===== config.mk =====
export PLATFORM = sky130hd
export DESIGN_NAME = pot_ctrl
export DESIGN_NICKNAME = d
export VERILOG_FILES = /design/src/rtl/pot_pkg.sv /design/src/rtl/pot_ctrl.sv /design/src/rtl/pot_group.sv
export SDC_FILE = /design/constraint.sdc
export NUM_CORES = 1
export LEC_CHECK = 0
export BUFFER_PORTS_ARGS = -buffer_cell sky130_fd_sc_hd__buf_2
export CORE_MARGIN = 10
export CORE_UTILIZATION = 48
export DETAILED_ROUTE_END_ITERATION = 10
export GPL_TIMING_DRIVEN = 0
export PLACE_DENSITY = 0.76
export SLEW_MARGIN = 15
export SYNTH_ARGS = -nofsm -noshare
export SYNTH_HDL_FRONTEND = slang
export SYNTH_SLANG_ARGS = --single-unit

===== constraint.sdc =====
create_clock -name i_clock -period 1.8 [get_ports i_clock]
set_input_delay 0.36 -clock i_clock [delete_from_list [all_inputs] [get_ports i_clock]]
set_output_delay 0.36 -clock i_clock [all_outputs]
set_load 0.1 [all_outputs]

===== src/rtl/pot_pkg.sv =====
// constants, types and helpers shared by the pulse output trigger block
package pot_pkg;
  localparam int unsigned DATA_W   = 32;
  localparam int unsigned ADDR_W   = 8;
  localparam int unsigned BE_W     = DATA_W / 8;
  localparam int unsigned GROUPS   = 4;
  localparam int unsigned CHANNELS = 4;
  localparam int unsigned GROUP_W  = 4;
  localparam int unsigned SEL_W    = 2;
  localparam int unsigned PORT_W   = GROUPS * GROUP_W;

  // register byte offsets on the bus
  localparam logic [ADDR_W-1:0] OFF_TRIG  = 8'h00;
  localparam logic [ADDR_W-1:0] OFF_MODE  = 8'h04;
  localparam logic [ADDR_W-1:0] OFF_NDATA = 8'h08;
  localparam logic [ADDR_W-1:0] OFF_NEN   = 8'h0C;
  localparam logic [ADDR_W-1:0] OFF_PORT  = 8'h10;

  // reset values
  localparam logic [7:0]        TRIG_RST  = 8'hFF;
  localparam logic [7:0]        MODE_RST  = 8'hF0;
  localparam logic [3:0]        MODE_ONES = 4'hF;
  localparam logic [PORT_W-1:0] NDATA_RST = 16'h0000;
  localparam logic [PORT_W-1:0] NEN_RST   = 16'h0000;
  localparam logic [PORT_W-1:0] PORT_RST  = 16'h0000;

  typedef enum logic [1:0] {
    POT_BUS_IDLE = 2'b01,
    POT_BUS_ACK  = 2'b10
  } pot_bus_state_t;

  // two select bits of group g within the trigger register
  function automatic logic [SEL_W-1:0] trig_field(input logic [7:0] trig,
                                                  input int unsigned g);
    return trig[g*SEL_W +: SEL_W];
  endfunction

  // strobe of the channel chosen by sel
  function automatic logic chan_pick(input logic [CHANNELS-1:0] strobes,
                                     input logic [SEL_W-1:0]    sel);
    return strobes[sel];
  endfunction

  // byte-lane merge of a write into a 16-bit register
  function automatic logic [PORT_W-1:0] lane_merge(
      input logic [PORT_W-1:0] old_v,
      input logic [DATA_W-1:0] wdata,
      input logic [BE_W-1:0]   be);
    logic [PORT_W-1:0] v;
    v = old_v;
    if (be[0]) v[7:0]  = wdata[7:0];
    if (be[1]) v[15:8] = wdata[15:8];
    return v;
  endfunction
endpackage


===== src/rtl/pot_ctrl.sv =====
// pulse output trigger and mode control with avalon-mm register access
// Notes on behaviour
// - trigger select register is 8 bits, read/write, resets to all ones.
// - standby never changes trigger or mode registers; only reset or write.
// - bits 7:6 pick timer channel 0 to 3 triggering group 3.
// - bits 5:4 pick timer channel 0 to 3 triggering group 2.
// - bits 3:2 pick timer channel 0 to 3 triggering group 1.
// - bits 1:0 pick timer channel 0 to 3 triggering group 0.
// - output mode register is 8 bits, resets to F0, all groups ordinary.
// - mode bits 7:4 always read one; software writes ones there.
// - gap bit clear: group updates only on compare-match A of its channel.
// - gap bit set: match B clears falling bits, match A copies all enabled bits.
// - on the event, enabled bits copy staged data to port; others hold.
// - gap mode: B clears 1-to-0 bits, later A sets 0-to-1 bits.
module pot_ctrl #(
  parameter int unsigned CHANNELS = pot_pkg::CHANNELS,
  parameter int unsigned PORT_W   = pot_pkg::PORT_W
) (
  input  wire logic                         i_clock,
  input  wire logic                         i_rst,
  input  wire logic [pot_pkg::ADDR_W-1:0]   i_avs_address,
  input  wire logic                         i_avs_read,
  input  wire logic                         i_avs_write,
  input  wire logic [pot_pkg::DATA_W-1:0]   i_avs_writedata,
  input  wire logic [pot_pkg::BE_W-1:0]     i_avs_byteenable,
  output logic      [pot_pkg::DATA_W-1:0]   o_avs_readdata,
  output logic                              o_avs_waitrequest,
  input  wire logic [CHANNELS-1:0]          i_cmp_a,
  input  wire logic [CHANNELS-1:0]          i_cmp_b,
  output logic      [PORT_W-1:0]            o_port_data
);
  localparam int unsigned GW = pot_pkg::GROUP_W;
  localparam int unsigned NG = pot_pkg::GROUPS;

  pot_pkg::pot_bus_state_t state;
  logic [7:0]            output_trigger_select;
  logic [3:0]            gap_mode;
  logic [PORT_W-1:0]     staged_output_data;
  logic [PORT_W-1:0]     staged_data_enable;
  logic [CHANNELS-1:0]   cmp_a_q;
  logic [CHANNELS-1:0]   cmp_b_q;
  logic [PORT_W-1:0]     port_base;
  logic [PORT_W-1:0]     next_port;
  logic [NG-1:0]         hit_a;
  logic [NG-1:0]         hit_b;
  logic [pot_pkg::DATA_W-1:0] next_readdata;
  logic                  req;
  logic                  fire_wr;
  logic                  lane0;
  logic                  wr_trig;
  logic                  wr_mode;
  logic                  wr_ndata;
  logic                  wr_nen;
  logic                  wr_port;

  assign req      = i_avs_read | i_avs_write;
  // a write lands only at the edge where waitrequest is seen low
  assign fire_wr  = i_avs_write && (state == pot_pkg::POT_BUS_ACK);
  assign lane0    = i_avs_byteenable[0];
  assign wr_trig  = fire_wr && lane0 && (i_avs_address == pot_pkg::OFF_TRIG);
  assign wr_mode  = fire_wr && lane0 && (i_avs_address == pot_pkg::OFF_MODE);
  assign wr_ndata = fire_wr && (i_avs_address == pot_pkg::OFF_NDATA);
  assign wr_nen   = fire_wr && (i_avs_address == pot_pkg::OFF_NEN);
  assign wr_port  = fire_wr && (i_avs_address == pot_pkg::OFF_PORT);

  // bus handshake: one wait cycle, then a single-cycle acknowledge
  always_ff @(posedge i_clock) begin
    if (i_rst) begin
      state             <= pot_pkg::POT_BUS_IDLE;
      o_avs_waitrequest <= 1'b1;
    end else begin
      unique case (state)
        pot_pkg::POT_BUS_IDLE: begin
          if (req) begin
            state             <= pot_pkg::POT_BUS_ACK;
            o_avs_waitrequest <= 1'b0;
          end
        end
        pot_pkg::POT_BUS_ACK: begin
          state             <= pot_pkg::POT_BUS_IDLE;
          o_avs_waitrequest <= 1'b1;
        end
      endcase
    end
  end

  always_comb begin
    next_readdata = '0;
    unique case (i_avs_address)
      pot_pkg::OFF_TRIG:  next_readdata[7:0] = output_trigger_select;
      pot_pkg::OFF_MODE:  next_readdata[7:0] = {pot_pkg::MODE_ONES,
                                                gap_mode};
      pot_pkg::OFF_NDATA: next_readdata[PORT_W-1:0] = staged_output_data;
      pot_pkg::OFF_NEN:   next_readdata[PORT_W-1:0] = staged_data_enable;
      pot_pkg::OFF_PORT:  next_readdata[PORT_W-1:0] = o_port_data;
      default:            next_readdata = '0;
    endcase
  end

  // read data is captured as the wait cycle ends and holds through the ack
  always_ff @(posedge i_clock) begin
    if (i_rst) begin
      o_avs_readdata <= '0;
    end else if (state == pot_pkg::POT_BUS_IDLE && i_avs_read) begin
      o_avs_readdata <= next_readdata;
    end
  end

  // no standby input exists here: contents move only on reset or write
  always_ff @(posedge i_clock) begin
    if (i_rst) begin
      output_trigger_select <= pot_pkg::TRIG_RST;
    end else if (wr_trig) begin
      output_trigger_select <= i_avs_writedata[7:0];
    end
  end

  // upper mode bits are not stored; they are forced to one on read
  always_ff @(posedge i_clock) begin
    if (i_rst) begin
      gap_mode <= pot_pkg::MODE_RST[3:0];
    end else if (wr_mode) begin
      gap_mode <= i_avs_writedata[3:0];
    end
  end

  always_ff @(posedge i_clock) begin
    if (i_rst) begin
      staged_output_data <= pot_pkg::NDATA_RST;
    end else if (wr_ndata) begin
      staged_output_data <= pot_pkg::lane_merge(staged_output_data,
                                                i_avs_writedata,
                                                i_avs_byteenable);
    end
  end

  always_ff @(posedge i_clock) begin
    if (i_rst) begin
      staged_data_enable <= pot_pkg::NEN_RST;
    end else if (wr_nen) begin
      staged_data_enable <= pot_pkg::lane_merge(staged_data_enable,
                                                i_avs_writedata,
                                                i_avs_byteenable);
    end
  end

  // strobes are registered once so all groups see the same sample
  always_ff @(posedge i_clock) begin
    if (i_rst) begin
      cmp_a_q <= '0;
      cmp_b_q <= '0;
    end else begin
      cmp_a_q <= i_cmp_a;
      cmp_b_q <= i_cmp_b;
    end
  end

  // a software port write is applied first; a same-cycle transfer wins
  always_comb begin
    port_base = o_port_data;
    if (wr_port) begin
      port_base = pot_pkg::lane_merge(o_port_data, i_avs_writedata,
                                      i_avs_byteenable);
    end
  end

  for (genvar g = 0; g < NG; g++) begin : grp
    pot_group #(
      .CHANNELS (CHANNELS),
      .GROUP_W  (GW)
    ) u_group (
      .i_sel      (pot_pkg::trig_field(output_trigger_select, g)),
      .i_gap_mode (gap_mode[g]),
      .i_cmp_a    (cmp_a_q),
      .i_cmp_b    (cmp_b_q),
      .i_staged   (staged_output_data[g*GW +: GW]),
      .i_enable   (staged_data_enable[g*GW +: GW]),
      .i_current  (port_base[g*GW +: GW]),
      .o_next     (next_port[g*GW +: GW]),
      .o_hit_a    (hit_a[g]),
      .o_hit_b    (hit_b[g])
    );
  end

  always_ff @(posedge i_clock) begin
    if (i_rst) begin
      o_port_data <= pot_pkg::PORT_RST;
    end else begin
      o_port_data <= next_port;
    end
  end
endmodule


===== src/rtl/pot_group.sv =====
// per-group trigger routing and next-data transfer for one 4-bit group
module pot_group #(
  parameter int unsigned CHANNELS = pot_pkg::CHANNELS,
  parameter int unsigned GROUP_W  = pot_pkg::GROUP_W
) (
  input  wire logic [pot_pkg::SEL_W-1:0] i_sel,
  input  wire logic                      i_gap_mode,
  input  wire logic [CHANNELS-1:0]       i_cmp_a,
  input  wire logic [CHANNELS-1:0]       i_cmp_b,
  input  wire logic [GROUP_W-1:0]        i_staged,
  input  wire logic [GROUP_W-1:0]        i_enable,
  input  wire logic [GROUP_W-1:0]        i_current,
  output logic      [GROUP_W-1:0]        o_next,
  output logic                           o_hit_a,
  output logic                           o_hit_b
);
  always_comb begin
    o_hit_a = pot_pkg::chan_pick(i_cmp_a, i_sel);
    o_hit_b = pot_pkg::chan_pick(i_cmp_b, i_sel);
    o_next  = i_current;
    if (o_hit_a) begin
      // full copy of enabled bits; a coincident B adds nothing
      o_next = (i_current & ~i_enable) | (i_staged & i_enable);
    end else if (o_hit_b && i_gap_mode) begin
      // only falling edges on B, rises wait for A, giving the gap
      o_next = i_current & ~(i_enable & ~i_staged);
    end
  end
endmodule


# ---- Word-level counts from Yosys, hierarchy flattened
# Cells that the tools add are included.
dict set report word_totals {
  elab_cells 106
  inputBits 56
  regBits 87
}
dict set report classes {
  n_eq_ne 7
  reduce_logical 17
  magnitude_cmp 4
  muxes 33
  bitwise_logic 33
}
# op count
set op_table {}
lappend op_table {{4-bit AND} 16}
lappend op_table {{4-bit inverter} 12}
lappend op_table {{8-bit one-hot mux with 5 select lines} 1}
lappend op_table {{4-bit two-way mux} 8}
lappend op_table {{8-bit one-hot mux with 3 select lines} 1}
lappend op_table {{1-bit binary-select mux with 2-bit select} 8}
lappend op_table {{8-bit by 4-bit equality test with 1-bit output (second input constant)} 2}
lappend op_table {{16-bit two-way mux} 1}
lappend op_table {{8-bit two-way mux} 2}
lappend op_table {{4-bit bitwise OR} 4}
lappend op_table {{1-bit logical AND} 12}
lappend op_table {{2-bit by 3-bit < comparator with 1-bit output (second input constant)} 4}
lappend op_table {{1-bit two-way mux} 9}
lappend op_table {{8-bit by 3-bit equality test with 1-bit output (second input constant)} 1}
lappend op_table {{8-bit by 5-bit equality test with 1-bit output (second input constant)} 1}
lappend op_table {{8-bit logical NOT} 1}
lappend op_table {{2-bit AND reduction} 4}
lappend op_table {{2-bit one-hot mux with 2 select lines} 1}
lappend op_table {{2-bit by 1-bit equality test with 1-bit output (second input constant)} 1}
lappend op_table {{2-bit equality test (second input constant)} 1}
lappend op_table {{2-bit two-way mux} 1}
lappend op_table {{2-bit != test (second input constant)} 1}
lappend op_table {{1-bit one-hot mux with 2 select lines} 1}
lappend op_table {{1-bit bitwise OR} 1}

# ---- Depth between registers and ports, before layout
# Gate-level depths: netlist of run 1.
dict set report depth {
  depth_word 7
  mapped_depth 7
}

# ---- Hierarchy
# Synthesis of run 1 repeated with hierarchy kept, for this count alone.
dict set report hier_totals {
  hier_cells 483
  hier_area_um2 4414.2
}
# module cells_per_inst seq_area_each_um2 instances area_per_inst_um2
set modules_own_cells {}
lappend modules_own_cells {pot_ctrl 407 1721.7 1 3843.7}
lappend modules_own_cells {pot_group 19 0.0 4 142.6}

# ---- Worst setup path after synthesis of run 1
# Ideal clock, no wire load.
dict set report synth_timing {
  path_kind {flip-flop to flip-flop}
  start {register state[0]}
  end {register o_avs_readdata[15] (netlist name)}
  t_required_ns 1.738
  period_less_slack_ns 2.270
  slack_ns -0.470
  arrival_time_ns 2.208
  path_stages_with_launch 4
  path_cell_list {dfxtp_1 > nand3b_1 > a2111oi_4 > a22o_1}
}
dict set report synth_via {
  elab_chain_cells 2
}
# item line
set synth_lines {}
lappend synth_lines {{start: declaration} pot_ctrl.sv:35} ;# pot_pkg::pot_bus_state_t state;
lappend synth_lines {{start signal: assignment} pot_ctrl.sv:69} ;# state <= pot_pkg::POT_BUS_IDLE;
lappend synth_lines {{start signal: assignment} pot_ctrl.sv:75} ;# state <= pot_pkg::POT_BUS_ACK;
lappend synth_lines {{start signal: assignment} pot_ctrl.sv:80} ;# state <= pot_pkg::POT_BUS_IDLE;
lappend synth_lines {{2-bit by 1-bit equality test with 1-bit output} pot_ctrl.sv:104} ;# end else if (state == pot_pkg::POT_BUS_IDLE && i_avs_read) begin
lappend synth_lines {{1-bit logical AND} pot_ctrl.sv:104}
lappend synth_lines {{end signal: assignment} pot_ctrl.sv:105} ;# o_avs_readdata <= next_readdata;
lappend synth_lines {{end: declaration} pot_ctrl.sv:26} ;# output logic [pot_pkg::DATA_W-1:0] o_avs_readdata,
# No other way between the ends.
# A chain may end at the register's enable or synchronous reset.

# ---- Final worst setup path of run 1
dict set report layout_timing {
  start {input port i_avs_address[7] (netlist name)}
  end {register gap_mode[2]}
}
dict set report layout_via {
  elab_chain_cells 2
}
# item line
set layout_lines {}
lappend layout_lines {{start: declaration} pot_ctrl.sv:21} ;# input wire logic [pot_pkg::ADDR_W-1:0] i_avs_address,
lappend layout_lines {{8-bit by 3-bit equality test with 1-bit output} pot_ctrl.sv:61} ;# assign wr_mode = fire_wr && lane0 && (i_avs_address == pot_pkg::OFF_MODE);
lappend layout_lines {{1-bit logical AND} pot_ctrl.sv:61}
lappend layout_lines {{end signal: assignment} pot_ctrl.sv:121} ;# gap_mode <= pot_pkg::MODE_RST[3:0];
lappend layout_lines {{end signal: assignment} pot_ctrl.sv:123} ;# gap_mode <= i_avs_writedata[3:0];
lappend layout_lines {{end: declaration} pot_ctrl.sv:37} ;# logic [3:0] gap_mode;
# No other way between the ends.

==> results of run 1 <==
==> registers in the layout, indices dropped and copies added (netlist names) <==
signal,count
o_avs_readdata,16
o_port_data,16
staged_data_enable,16
staged_output_data,16
output_trigger_select,8
cmp_a_q,4
cmp_b_q,4
gap_mode,4
state,2
==> metal layers <==
layer,part of all wire [%],vias up,global-route usage [%]
met3,11,50,6.61
li1,-,1927,-
met1,38,1958,23.0
met5,0,-,0
met2,48,240,33.4
met4,3.2,0,8.66
==> cell type report <==
| class | count | area, um2 |
|---|---|---|
| flip-flops and latches | 86 | 1730 |
| multi-input cells | 345 | 2390 |
| clock buffers | 12 | 135 |
| inverters | 6 | 22.5 |
| well taps | 108 | 135 |
| repair buffers | 84 | 463 |
| fillers | 774 | 3510 |
| plain buffers | 46 | 283 |
| clock inverters | 4 | 47.5 |
==> report_power, final <==
group,switching (W),leakage [nW],internal (W)
Sequential,0.0000215,0.697,0.00193
Combinational,0.000505,1.28,0.000155
Clock,0.000680,0.0904,0.000639
==> cells in the final DEF, fill, tap and decap left out, types with 6 or more instances in the layout <==
| master | count |
|---|---|
| clkbuf_1 | 19 |
| o21ai_0 | 40 |
| conb_1 | 16 |
| a22o_1 | 12 |
| nand2_1 | 27 |
| dfxtp_1 | 83 |
| nand3_1 | 35 |
| a22oi_1 | 16 |
| mux4_2 | 8 |
| a21oi_1 | 40 |
| nor2b_1 | 24 |
| buf_2 | 73 |
| inv_1 | 6 |
| a221oi_1 | 21 |
| clkbuf_8 | 9 |
| buf_4 | 34 |
| mux2i_1 | 16 |
| nor2_1 | 27 |
| nor3_1 | 8 |
| mux2_2 | 12 |
==> per-stage QoR <==
step / instances / power (W) / util (%)
2_1_floorplan: 483 / 0.00247 / -
3_3_place_gp: 658 / 0.00263 / 55.6
4_1_cts: 683 / 0.00393 / 58.7
6_report: 691 / 0.00393 / 59.7
3_5_place_dp: 658 / 0.00264 / 55.6
5_1_grt: 691 / 0.00406 / 59.7
==> cell usage after synthesis, types with 2 or more instances <==
master,count,area share [%]
a22o_1,12,2.4
dfxtp_1,86,40
buf_4,16,2.8
nand3_1,35,4.1
clkbuf_1,18,1.6
a22oi_1,16,2.8
a21bo_2,3,0.70
buf_1,2,0.17
nor2_1,28,2.4
nor4_4,5,2.5
and4b_1,2,0.46
a21oi_1,42,4.9
buf_2,6,0.70
nand4_1,4,0.58
inv_1,6,0.52
nand4b_1,2,0.41
nand2_1,27,2.3
mux4_2,8,4.2
buf_6,4,1.0
a21o_1,5,0.87
o21ai_0,40,4.6
mux2i_1,16,3.7
a221oi_1,23,4.7
nor3_1,8,0.93
nor2b_1,24,3.5
mux2_2,12,3.1
==> kinds of logic (layout without fill, tap and decap cells) <==
family	count (synthesis)	count (layout)	share of synthesized area, %
other	1	16	0.0869
AND/OR/NAND/NOR	147	147	19.8
multiplexers	36	36	11.0
flip-flops	86	86	39.9
AO/OA/AOI/OAI	146	146	22.4
buffers and inverters	52	152	6.79
==> final timing paths <==
check        depth (start not counted)                      from                  to
max reg2reg                          3  output_trigger_select[4]      o_port_data[8]
min reg2reg                          1        o_avs_readdata[12]  o_avs_readdata[12]
max                                  8          i_avs_address[7]         gap_mode[2]
min                                  2                i_cmp_a[1]          cmp_a_q[1]
==> what timing repair did <==
action | 4_1_cts | 5_1_grt
gates resized for setup | 4 | 10
endpoints found under the setup margin | 47 | 55
pin swaps | 5 | 11
setup buffers | 9 | 8
==> qor.yml, run 1 <==
drt:
  first_pass_iters: 5
  first_iter_violations: 422
  postRouteAntennaNets: 0
  drt-wirelength-per-cell_um: 19.8
  wl_mm: 13.7
  vias_per_cell: 6.04
  num_vias: 4175
  drc_errors: 0
grt:
  grt-ovfl-total: 0
  antenna_found_initial: 0
  grt_max_degree: 14
  grt_pass1_wl_mm: 21.4
  grt_use_total_pct: 20.0
  grt_pass1_vias: 4237
sta:
  clock_skew_ps: 8.40
  finalCriticalPeriod_ps: 1820
  fmax_mhz: 551
  layout_setup_ws_ps: -15.4
  finalSetupViolCount: 1
  post-route-period-util_pct: 101
  timing_hold_violations_final: 0
  slew_viol_final: 0
  setup_tns_ps: -15.4
  hold_ws_ps: 206
  relSlewSlack_pct: 55.0
  worst_pin_slew_ps: 675
setup_path:
  path_buf_inv: 4
  worstSetupStartpointType: "input pin"
  rrSetupSlack_ps: 60
  worstPathRequired_ps: 2090
  crit_top_cell: "buf_8"
  critPathMaxStageDelay_ps: 530
  critPathKind: "input pin to register"
  cp.arrival_ps: 2110
  slowest_stage: "or4_4"
  worstPathCellList: "buf_2, or4_4, buf_8, nor4_4, buf_4, buf_8, nand3_1, a21oi_2"
  endpoint_kind: "register"
  critPathTopFamily: "simple AND/OR/NAND/NOR gates"
  crit_fanout: 10
place:
  portBuffers: 67
  pre_cts_slack_ps: -623
  gp_congestion: 0.944
  dpl.hpwl_mm: 9.97
  place_area_um2: 4850
clocking:
  cts_tree: "built"
  root_buffer: "clkbuf_8"
  hold_buffers: 0
  cts.clk_slew.worst_paths_ps: 80
  clk_path_buf_depth: 2
  cts_buffers: 9
  cts.sinks: 86
  clk-insertion-delay-late_ps: 360
  cts.htree.levels: 3
synthesis:
  async_flop_share_pct: 0
  synth_cell_type_count: 44
  ys_seq_area_share_pct: 39.9
  synth-edff-count: 0
  syn_area_um2: 4310
  synth.avg_cell_area_um2: 9.22
  yosys_warnings: 0
  syn_inst: 468
  synth-main-ff-cell: "dfxtp_1"
  ys_ff_latch: 86
floorplan:
  die_w_um: 115
  initial_core_util_pct: 49.5
  boundaryPins: 105
  die_h_um: 115
  rows: 34
  die_area_um2: 13200
  coreArea_um2: 8720
pwr:
  ir_drop_uv: 441
  p_per_area_nw_per_um2: 755
  p_leak_nw: 2.06
cells_and_area:
  final_area_um2: 5210
  area_growth_pct: 20.7
  antenna_cells: 0
  drive_gt1_share_pct: 29.0
  fin_nets: 634
outcome:
  outcome: "complete, but fails checks"
  violations: "negative setup slack"
run:
  drv_cap: 0
min_path:
  hold_class: "input pin to register"
No activity file was read; power rests on OpenSTA's default activity.
==> inputs of run 2 (changes only) <==
Settings changed: CORE_UTILIZATION 48 to 50, PLACE_DENSITY 0.76 to 0.75, SKIP_LAST_GASP from default to 1.
Clock period 1.8 ns to 1.7 ns, I/O delays scaled along.
==> qor.yml, run 2 (synthesis gave the netlist of run 1 again) <==
sta:
  timing_hold_violations_final: 0  # unchanged
  finalSetupViolCount: 2  # was 1
  relSlewSlack_pct: 55.3  # was 55.0%
  hold_ws_ps: 188  # was 206 ps
  finalCriticalPeriod_ps: 1720
  rsz0062_at_grt: "yes"
  clock_skew_ps: 10.3  # was 8.40 ps
  worst_pin_slew_ps: 671  # was 675 ps
  post-route-period-util_pct: 101
  slew_viol_final: 0  # unchanged
  layout_setup_ws_ps: -21.0  # was -15.4 ps
  fmax_mhz: 581
drt:
  wl_mm: 13.3  # was 13.7 mm
  num_vias: 4194  # was 4175
  vias_per_cell: 6.03  # was 6.04
  drt-wirelength-per-cell_um: 19.1  # was 19.8 um
  first_iter_violations: 450  # was 422
  drc_errors: 0  # unchanged
  first_pass_iters: 5  # unchanged
  postRouteAntennaNets: 0  # unchanged
clocking:
  root_buffer: "clkbuf_8"  # unchanged
  cts.htree.levels: 3  # unchanged
  cts_tree: "built"  # unchanged
  cts_buffers: 9  # unchanged
  clk-insertion-delay-late_ps: 350  # was 360 ps
  cts.clk_slew.worst_paths_ps: 80  # about the same
  clk_path_buf_depth: 2  # unchanged
  hold_buffers: 0  # unchanged
  cts.sinks: 86  # unchanged
pwr:
  p_total_w: 0.00407  # was 0.00393 W
  p_per_area_nw_per_um2: 763  # was 755 nW/um2
  ir_drop_uv: 648  # was 441 uV
  p_leak_nw: 2.11  # was 2.06 nW
cells_and_area:
  final_area_um2: 5340  # was 5210 um2
  area_growth_pct: 23.7  # was 20.7%
  layout_commonest_cell: "dfxtp_1"  # unchanged
  most-common-layout-cells: "80 x dfxtp_1, 73 x buf_2, 41 x a21oi_1, 40 x o21ai_0, 36 x buf_4"  # was 83 x dfxtp_1, 73 x buf_2, 40 x o21ai_0, 40 x a21oi_1, 35 x nand3_1
  antenna_cells: 0  # unchanged
  fillers: 721  # was 774
  multiInputGateArea_um2: 2410  # was 2390 um2
  fin_nets: 642  # was 634
  ff_latch_area_um2: 1730  # about the same
  drive_gt1_share_pct: 30.8  # was 29.0%
floorplan:
  die_h_um: 113  # was 115 um
  die_area_um2: 12700  # was 13200 um2
  die_w_um: 113  # was 115 um
  coreArea_um2: 8300  # was 8720 um2
  initial_core_util_pct: 52.0  # was 49.5%
  boundaryPins: 105  # unchanged
  rows: 33  # was 34
grt:
  grt_use_total_pct: 19.8  # was 20.0%
  grt_pass1_wl_mm: 20.7  # was 21.4 mm
  grt_max_degree: 14  # unchanged
  antenna_found_initial: 0  # unchanged
  grt_pass1_vias: 4064  # was 4237
  grt-ovfl-total: 0  # unchanged
setup_path:
  worstPathRequired_ps: 1970  # was 2090 ps
  critPathKind: "input pin to register"  # unchanged
  endpoint_kind: "register"  # unchanged
  timing.rr.end: "staged_data_enable[0]"  # was o_port_data[8]
  worst-r2r-cell-count: 6  # was 3
  worstSetupStartpointType: "input pin"  # unchanged
  rrSetupSlack_ps: 10  # was 60 ps
  cp.arrival_ps: 1990  # was 2110 ps
  crit_fanout: 7  # was 10
  rr_startpoint: "state[0]"  # was output_trigger_select[4]
outcome:
  outcome: "complete, but fails checks"  # unchanged
  violations: "negative setup slack"  # unchanged
min_path:
  hold_end: "cmp_a_q[3]"  # was cmp_a_q[1]
  whs_path_depth: 2  # unchanged
  hp-start: "i_cmp_a[3]"  # was i_cmp_a[1]
  hold_class: "input pin to register"  # unchanged
place:
  place_area_um2: 4860  # was 4850 um2
  portBuffers: 67  # unchanged
  gp_congestion: 0.978  # was 0.944
  dpl.hpwl_mm: 9.63  # was 9.97 mm
run:
  drv_cap: 0  # unchanged
run 2: how the worst max path moves through the flow:
stage | start | endpoint | slack [ps] | depth (start not counted)
6_report | i_avs_address[1] | staged_data_enable[0] | -20 | 8
5_1_grt | i_avs_address[1] | staged_data_enable[0] | -50 | 8
4_1_cts | state[1] | staged_output_data[13] | 10 | 5
3_5_place_dp | i_avs_address[3] | o_port_data[4] | -620 | 5
3_3_place_gp | i_avs_address[3] | o_port_data[2] | -590 | 5
2_1_floorplan | i_avs_address[7] | o_port_data[10] | -110 | 5
run 2: critical path, stage by stage:
cell,delay (ps)
buf_2,120
or4_4,550
buf_12,160
nor4_4,220
buf_6,190
buf_8,120
nand3_1,110
a21oi_1,170
run 2: power breakdown:
group / switching (W) / internal (W) / leakage [nW] / total, W
Sequential: 0.0000233 / 0.00204 / 0.695 / 0.00207
Combinational: 0.000536 / 0.000173 / 1.33 / 0.000709
Clock: 0.000698 / 0.000601 / 0.0845 / 0.00130
run 2: metal layers:
layer / vias to the layer above / track usage (%) / routed length, um
li1: 1948 / - / -
met1: 1971 / 22.7 / 5100
met2: 237 / 32.9 / 6470
met3: 38 / 6.13 / 1290
met4: 0 / 9.56 / 419
met5: - / 0 / 0
run 2: metrics by stage:
stage	util, %	worst slack [ps]	cells	setup TNS (ps)
after floorplan	-	-113	483	-4550
after global placement	58.6	-586	655	-30290
after detailed placement	58.6	-622	655	-32660
after CTS	62.3	11.3	686	0
after global routing	64.3	-53.1	695	-181
final	64.3	-21.0	695	-28.4
run 2: final cells by class:
class,instances,area share (%)
tap,105,2.46
sequential,86,32.5
buffer,46,5.53
timing repair buffer,92,10.7
inverter,6,0.422
clock buffer,12,2.91
clock inverter,3,0.375
multi-input combinational,345,45.2
run 2: timing repair:
item	CTS	global route
endpoints found under the setup margin	70	60
setup buffers	16	7
gates resized for setup	4	17
gates cloned	0	2
pin swaps	9	19
